--- config.mk ---
export PLATFORM = sky130hd
export DESIGN_NAME = rls_setup_regs
export DESIGN_NICKNAME = d
export VERILOG_FILES = /design/src/rtl/rls_pkg.sv /design/src/rtl/rls_retry_if.sv /design/src/rtl/rls_setup_regs.sv /design/src/rtl/rls_retry_engine.sv
export SDC_FILE = /design/constraint.sdc
export NUM_CORES = 1
export LEC_CHECK = 0
export BUFFER_PORTS_ARGS = -buffer_cell sky130_fd_sc_hd__clkbuf_2
export CAP_MARGIN = 10
export CORE_MARGIN = 2
export CORE_UTILIZATION = 55
export CTS_BUF_LIST = sky130_fd_sc_hd__clkbuf_16
export DETAILED_ROUTE_END_ITERATION = 6
export PLACE_DENSITY = 0.77
export SKIP_LAST_GASP = 1
export SLEW_MARGIN = 20
export SYNTH_ARGS = -nofsm -noshare
export SYNTH_HDL_FRONTEND = slang
export SYNTH_SLANG_ARGS = --single-unit
--- constraint.sdc ---
create_clock -name sys_clk -period 6.1 [get_ports sys_clk]
set_input_delay 1.83 -clock sys_clk [delete_from_list [all_inputs] [get_ports sys_clk]]
set_output_delay 1.83 -clock sys_clk [all_outputs]
set_load 0.005 [all_outputs]
--- src/rtl/rls_pkg.sv ---
// constants and types shared by the radio link setup register bank
package rls_pkg;
   localparam logic [4:0] AW_ADDR    = 5'h03;
   localparam logic [4:0] RETR_ADDR  = 5'h04;
   localparam logic [4:0] CH_ADDR    = 5'h05;
   localparam logic [4:0] RFS_ADDR   = 5'h06;

   localparam logic [1:0] AW_RST     = 2'h3;
   localparam logic [7:0] RETR_RST   = 8'h03;
   localparam logic [6:0] CH_RST     = 7'h02;
   localparam logic [7:0] RFS_RST    = 8'h0F;

   localparam int AW_LSB     = 0;
   localparam int DELAY_LSB  = 4;
   localparam int LIMIT_LSB  = 0;
   localparam int CH_LSB     = 0;
   localparam int TONE_BIT   = 7;
   localparam int SLOW_BIT   = 5;
   localparam int LOCK_BIT   = 4;
   localparam int FAST_BIT   = 3;
   localparam int PWR_LSB    = 1;
   localparam logic [7:0] RFS_WMASK = 8'hBF;

   localparam int CLK_PERIOD_NS = 10;
   localparam int US_NS         = 1000;
   localparam int TICK_CYCLES   = (US_NS + CLK_PERIOD_NS - 1) / CLK_PERIOD_NS;
   localparam int RETRY_STEP_US = 250;

   typedef enum logic [1:0] {
      RLS_RATE_1M   = 2'b00,
      RLS_RATE_2M   = 2'b01,
      RLS_RATE_250K = 2'b10
   } rls_rate_e;

   typedef enum logic [1:0] {
      RLS_IDLE   = 2'b00,
      RLS_AWAIT  = 2'b01,
      RLS_TIMING = 2'b10
   } rls_state_e;
endpackage

--- src/rtl/rls_retry_if.sv ---
// signals between the register bank and the retransmit engine
interface rls_retry_if;
   logic [3:0] delay_code;
   logic [3:0] limit;
   logic       hold;
   logic       tx_start;
   logic       tx_end;
   logic       ack_ok;
   logic       resend;
   logic       exhausted;
   logic [3:0] retry_count;

   modport bank (output delay_code, limit, hold, tx_start, tx_end, ack_ok,
                 input  resend, exhausted, retry_count);
   modport engine (input  delay_code, limit, hold, tx_start, tx_end, ack_ok,
                   output resend, exhausted, retry_count);
endinterface

--- src/rtl/rls_setup_regs.sv ---
// radio link setup registers with retransmit control
// Functional notes
// - address width code 01/10/11 selects 3/4/5 bytes; 00 illegal; resets to 11.
// - below five bytes, only the low bytes of stored addresses are used.
// - retry wait is 250 us per step plus 250 us, end to next start.
// - retry limit allows that many retransmissions; zero disables; resets to 0011.
// - seven-bit channel field resets to 0000010; bit 7 reserved, reads zero.
// - radio setup bit 7 enables continuous unmodulated carrier; resets clear.
// - slow/fast rate bits give 1M, 2M, 250k; fast ignored when slow set.
// - radio setup bit 4 forces synthesizer lock, test only, resets zero.
// - registers are reached through the serial register read and write commands.
// - exhausted retries raise a flag; writing 1 clears it before traffic resumes.
// - retry counter restarts from zero when a new packet starts while the exhausted flag is clear.
module rls_setup_regs #(
   parameter int RETRY_STEP_US = rls_pkg::RETRY_STEP_US
) (
   input  wire logic        sys_clk,
   input  wire logic        sys_rst,
   input  wire logic [4:0]  reg_addr,
   input  wire logic        reg_wr,
   input  wire logic [7:0]  reg_wdata,
   input  wire logic        reg_rd,
   output logic      [7:0]  reg_rdata,
   input  wire logic        tx_start,
   input  wire logic        tx_end,
   input  wire logic        ack_ok,
   input  wire logic        retry_flag_clear,
   output logic             resend,
   output logic             retry_exhausted_flag,
   output logic      [3:0]  retry_counter,
   output logic      [2:0]  addr_width_bytes,
   output logic      [4:0]  addr_byte_used,
   output logic      [6:0]  channel_select,
   output logic             carrier_test_tone,
   output logic             force_synth_lock,
   output logic      [1:0]  air_rate,
   output logic      [1:0]  output_power_code
);
   typedef struct packed {
      logic [1:0] addr_width_code;
      logic [7:0] retransmit_setup;
      logic [6:0] channel;
      logic [7:0] radio_setup;
      logic [7:0] rdata;
      logic       flag;
   } rls_bank_s;

   rls_bank_s   st_reg;
   rls_bank_s   st_next;
   logic [7:0]  rd_mux;
   rls_retry_if rif ();

   // parallel side of the serial command decoder
   always_comb begin
      unique case (reg_addr)
         rls_pkg::AW_ADDR:   rd_mux = {6'h00, st_reg.addr_width_code};
         rls_pkg::RETR_ADDR: rd_mux = st_reg.retransmit_setup;
         rls_pkg::CH_ADDR:   rd_mux = {1'b0, st_reg.channel};
         rls_pkg::RFS_ADDR:  rd_mux = st_reg.radio_setup;
         default:            rd_mux = 8'h00;
      endcase
   end

   always_comb begin
      st_next = st_reg;
      if (reg_rd) begin
         st_next.rdata = rd_mux;
      end
      if (reg_wr) begin
         unique case (reg_addr)
            // reserved bits are dropped on write so they always read zero
            rls_pkg::AW_ADDR:   st_next.addr_width_code = reg_wdata[rls_pkg::AW_LSB +: 2];
            rls_pkg::RETR_ADDR: st_next.retransmit_setup = reg_wdata;
            rls_pkg::CH_ADDR:   st_next.channel = reg_wdata[rls_pkg::CH_LSB +: 7];
            rls_pkg::RFS_ADDR:  st_next.radio_setup = reg_wdata & rls_pkg::RFS_WMASK;
            default: ;
         endcase
      end
      // set beats a clear landing in the same cycle
      if (retry_flag_clear) begin
         st_next.flag = 1'b0;
      end
      if (rif.exhausted) begin
         st_next.flag = 1'b1;
      end
   end

   always_ff @(posedge sys_clk or posedge sys_rst) begin
      if (sys_rst) begin
         st_reg.addr_width_code  <= rls_pkg::AW_RST;
         st_reg.retransmit_setup <= rls_pkg::RETR_RST;
         st_reg.channel          <= rls_pkg::CH_RST;
         st_reg.radio_setup      <= rls_pkg::RFS_RST;
         st_reg.rdata            <= 8'h00;
         st_reg.flag             <= 1'b0;
      end else begin
         st_reg <= st_next;
      end
   end

   assign rif.delay_code = st_reg.retransmit_setup[rls_pkg::DELAY_LSB +: 4];
   assign rif.limit      = st_reg.retransmit_setup[rls_pkg::LIMIT_LSB +: 4];
   assign rif.hold       = st_reg.flag;
   assign rif.tx_start   = tx_start;
   assign rif.tx_end     = tx_end;
   assign rif.ack_ok     = ack_ok;

   rls_retry_engine #(
      .STEP_US (RETRY_STEP_US)
   ) u_engine (
      .sys_clk (sys_clk),
      .sys_rst (sys_rst),
      .rif     (rif)
   );

   // illegal code 00 is left to software; it maps to zero bytes here
   always_comb begin
      unique case (st_reg.addr_width_code)
         2'b01:   addr_width_bytes = 3'h3;
         2'b10:   addr_width_bytes = 3'h4;
         2'b11:   addr_width_bytes = 3'h5;
         default: addr_width_bytes = 3'h0;
      endcase
   end

   genvar gi;
   generate
      for (gi = 0; gi < 5; gi++) begin : g_byte_used
         assign addr_byte_used[gi] = (3'(gi) < addr_width_bytes);
      end
   endgenerate

   // reserved combination 11 is not guarded; slow bit wins
   always_comb begin
      if (st_reg.radio_setup[rls_pkg::SLOW_BIT]) begin
         air_rate = rls_pkg::RLS_RATE_250K;
      end else if (st_reg.radio_setup[rls_pkg::FAST_BIT]) begin
         air_rate = rls_pkg::RLS_RATE_2M;
      end else begin
         air_rate = rls_pkg::RLS_RATE_1M;
      end
   end

   assign reg_rdata            = st_reg.rdata;
   assign resend               = rif.resend;
   assign retry_exhausted_flag = st_reg.flag;
   assign retry_counter        = rif.retry_count;
   assign channel_select       = st_reg.channel;
   assign carrier_test_tone    = st_reg.radio_setup[rls_pkg::TONE_BIT];
   assign force_synth_lock     = st_reg.radio_setup[rls_pkg::LOCK_BIT];
   assign output_power_code    = st_reg.radio_setup[rls_pkg::PWR_LSB +: 2];
endmodule

--- src/rtl/rls_retry_engine.sv ---
// retransmit delay timer and retry counter
module rls_retry_engine #(
   parameter int STEP_US = rls_pkg::RETRY_STEP_US
) (
   input  wire logic    sys_clk,
   input  wire logic    sys_rst,
   rls_retry_if.engine  rif
);
   typedef struct packed {
      rls_pkg::rls_state_e state;
      logic [6:0]          tick_cnt;
      logic [11:0]         us_cnt;
      logic [3:0]          count;
      logic                resend;
      logic                exhausted;
   } rls_eng_s;

   rls_eng_s   st_reg;
   rls_eng_s   st_next;
   logic [11:0] target_us;
   logic        tick;

   // wait is (code + 1) steps, 250 us to 4000 us
   assign target_us = 12'(({8'h00, rif.delay_code} + 12'h001) * 12'(STEP_US));
   assign tick      = (st_reg.tick_cnt == 7'(rls_pkg::TICK_CYCLES - 1));

   always_comb begin
      st_next           = st_reg;
      st_next.resend    = 1'b0;
      st_next.exhausted = 1'b0;
      unique case (st_reg.state)
         rls_pkg::RLS_IDLE: ;
         rls_pkg::RLS_AWAIT: begin
            if (rif.tx_end) begin
               st_next.state    = rls_pkg::RLS_TIMING;
               st_next.tick_cnt = 7'h00;
               st_next.us_cnt   = 12'h000;
            end
         end
         rls_pkg::RLS_TIMING: begin
            if (rif.ack_ok) begin
               st_next.state = rls_pkg::RLS_IDLE;
            end else if (tick) begin
               st_next.tick_cnt = 7'h00;
               st_next.us_cnt   = st_reg.us_cnt + 12'h001;
               // no ack inside the wait counts as a failed attempt
               if (st_reg.us_cnt + 12'h001 >= target_us) begin
                  if (st_reg.count == rif.limit) begin
                     st_next.exhausted = 1'b1;
                     st_next.state     = rls_pkg::RLS_IDLE;
                  end else begin
                     st_next.resend = 1'b1;
                     st_next.count  = st_reg.count + 4'h1;
                     st_next.state  = rls_pkg::RLS_AWAIT;
                  end
               end
            end else begin
               st_next.tick_cnt = st_reg.tick_cnt + 7'h01;
            end
         end
         default: st_next.state = rls_pkg::RLS_IDLE;
      endcase
      // a new packet always restarts the count, unless the flag blocks traffic
      if (rif.tx_start && !rif.hold) begin
         st_next.count = 4'h0;
         st_next.state = rls_pkg::RLS_AWAIT;
      end
   end

   always_ff @(posedge sys_clk or posedge sys_rst) begin
      if (sys_rst) begin
         st_reg <= '{state: rls_pkg::RLS_IDLE, default: '0};
      end else begin
         st_reg <= st_next;
      end
   end

   assign rif.resend      = st_reg.resend;
   assign rif.exhausted   = st_reg.exhausted;
   assign rif.retry_count = st_reg.count;
endmodule

==> impl_metrics.yaml <==
synthesis:
  yosys_warnings: 0
  yosys-top-cells-area: "dfrtp_1, ha_1, mux2_2, dfstp_2, fa_1"
  synth_seq_area_share: 0.369
  synth_cell_type_count: 53
  synth_flop_cell: "dfrtp_1"
  async_flop_share: 1.00
  netlist_instances: 404
  yosysTopAreaCell: "dfrtp_1"
  avgSynthCellArea_sq_um: 10.1
  synth_seq_cells: 60
  synth_top_area_frac: 0.311
  synth_nets: 467
  syn_area_sq_um: 4100
  synth_edf_count: 0
floorplan:
  start_util: 0.565
  row_count: 31
  die-area_sq_um: 8160
  die_x_um: 90.3
  die_h_um: 90.3
  core_area_sq_um: 7250
  design.portCount: 56
clock_tree:
  clk_pin_slew_ns: 0.05
  cts_setup_buffers: 0
  cts_tree: "done"
  clk_latency_ns: 0.33
  cts_buffer_depth: 2
  cts-root-buf: "clkbuf_16"
  ctsResizeCount: 0
  cts_buffers: 9
  cts.sinks: 60
  htree_num_levels: 3
  cts_hold_buf: 0
worst_setup_path:
  r2r_cells: 18
  rr_endpoint: "u_engine.st_reg[25]"
  r2r_setup_slack_ns: 0.60
  endpoint_kind: "flop"
  critPathMaxFanout: 11
  critPathRequiredTime_ns: 6.30
  arrival_ns: 5.70
  critPathLaunchType: "flop"
  critical_path_class: "flop to flop"
  reg2reg_from: "rif.delay_code[0]"
run:
  drv_cap: 0
layout:
  final_util: 0.633
  area_growth_pct: 12.1
  largest_reg_flops: 21
  fillers: 593
  final_common_cell: "clkbuf_2"
  drive_above_1_share: 0.262
  regArea_sq_um: 1510
  multi_input_area_sq_um: 2220
  antenna_cells: 0
  final_nets: 501
  layout_common_cells: "clkbuf_2, dfrtp_1, inv_1"
sta:
  fin_crit_sh: 0.901
  finClkSkew_ns: 0.00872
  relSlewSlack: 0.411
  rsz0062_at_grt: "no"
  fmax_ghz: 0.182
  slew_violations: 0
  period_needed_ns: 5.50
  worst_pin_slew_ns: 0.874
  setup_tns_ns: 0
  setup_viol: 0
  hold_viol: 0
  setup_ws_ns: 0.604
placed_design:
  place_congestion: 0.800
  hpwl_um: 5930
  portBuffers: 55
  dpl_worst_slack_ns: 0.640
route:
  viasPerCell: 5.40
  first_iter_violations: 126
  dr.pass1.iters: 4
  drc: 0
  ant_nets: 0
  vias: 2927
  wire_per_inst_um: 14.6
  drt_wl_total_um: 7930
global_routing:
  grt_first_pass_wirelength_um: 13600
  gr-total-overflow: 0
  track_usage: 0.207
  antenna_found_initial: 0
  grt_max_degree: 61
  grt_pass1_vias: 2891
min_path:
  hp-class: "flop to flop"
  hold_depth: 1
  whs_endpoint: "retry_exhausted_flag"
  min_from: "u_engine.rif.exhausted"
power_and_ir_drop:
  power_density_nw_per_um2: 398
  power_frac_clock: 0.287
  pwr-share-seq: 0.262
  p_sw_frac: 0.362
  p_leak_nw: 2.19
  irDropWorstVdd_mv: 0.258
  switchingPower_uw: 662
  p_comb_frac: 0.451
  internal_power_mw: 1.17
  power_mw: 1.83
outcome:
  outcome: "finished, final reports clean"
through the flow:
stage / instances / hold WS, ns / instance area, sq um
2_1_floorplan: 404 / 0.404 / 4100
3_3_place_gp: 526 / 0.417 / 4280
3_5_place_dp: 526 / 0.425 / 4280
4_1_cts: 542 / 0.437 / 4590
5_1_grt: 542 / 0.443 / 4590
6_report: 542 / 0.429 / 4590
logic make-up (layout without fill, tap and decap cells):
group	after synthesis	after routing	synth area share
simple gates	94	94	0.126
compound gates	80	80	0.133
buf+inv	72	111	0.0897
flops	60	60	0.369
fa+ha+maj	42	42	0.147
xor+xnor	28	28	0.0598
mux	28	28	0.0757
Yosys cell counts (2+ instances only):
master    number
a21o_1        10
a21oi_1       13
a22o_1         8
a22oi_1        9
and2_1         2
and3_1         3
buf_2          3
buf_4         25
clkbuf_1       4
dfrtp_1       51
dfstp_2        9
fa_1          10
ha_1          32
inv_1         39
mux2_2        24
mux2i_1        4
nand2_1       32
nand2_2        2
nand2b_1       6
nand3_1       11
nand3b_1       2
nand4_1        4
nor2_1        12
nor2b_1        6
nor3_1         2
nor3_2         2
o21ai_0       21
o22ai_1        5
o31ai_1        3
xnor2_1       20
xor2_1         8
routing by layer:
metal | global-route usage | part of all wire | vias up
li1 | - | - | 1440
met4 | 0.0808 | 0.0083 | 0
met1 | 0.280 | 0.47 | 1439
met5 | 0 | 0 | -
met3 | 0.0334 | 0.027 | 5
met2 | 0.338 | 0.50 | 43
layout make-up:
type                       count  share of cell area
clock inverter                 7              0.0183
tap                           99              0.0270
clock buffer                   9              0.0490
timing repair buffer          56              0.0616
inverter                      39              0.0319
multi-input combinational    272               0.483
sequential                    60               0.329
how the worst max path moves through the flow:
stage          slack, ns                  end         startpoint
6_report            0.60  u_engine.st_reg[25]  rif.delay_code[0]
5_1_grt             0.20  u_engine.st_reg[25]  rif.delay_code[0]
4_1_cts             0.57  u_engine.st_reg[25]  rif.delay_code[0]
3_5_place_dp        0.64  u_engine.st_reg[25]  rif.delay_code[0]
3_3_place_gp        0.85  u_engine.st_reg[25]  rif.delay_code[0]
2_1_floorplan       1.12  u_engine.st_reg[25]  rif.delay_code[0]
worst max-delay path, cell delays in order (launching register included):
cell and delay [ns]:
dfrtp_1 0.61, ha_1 0.28, xor2_1 0.32, inv_1 0.17
fa_1 0.55, fa_1 0.53, fa_1 0.55, inv_1 0.05
ha_1 0.32, nand2_1 0.06, o21ai_0 0.22, nor2_1 0.09
xor2_1 0.16, ha_1 0.30, a21o_1 0.19, a21o_1 0.17
a21oi_1 0.36, a21oi_2 0.16, a311o_1 0.30
power by group through the flow:
stage | Combinational [mW] | Clock [mW] | Sequential [mW]
floorplan | 0.668 | 0 | 0.473
global placement | 0.783 | 0 | 0.482
detailed placement | 0.815 | 0 | 0.484
CTS | 0.833 | 0.530 | 0.478
global route | 0.961 | 0.546 | 0.485
finish | 0.825 | 0.525 | 0.478
No activity file was read; power rests on OpenSTA's default activity.
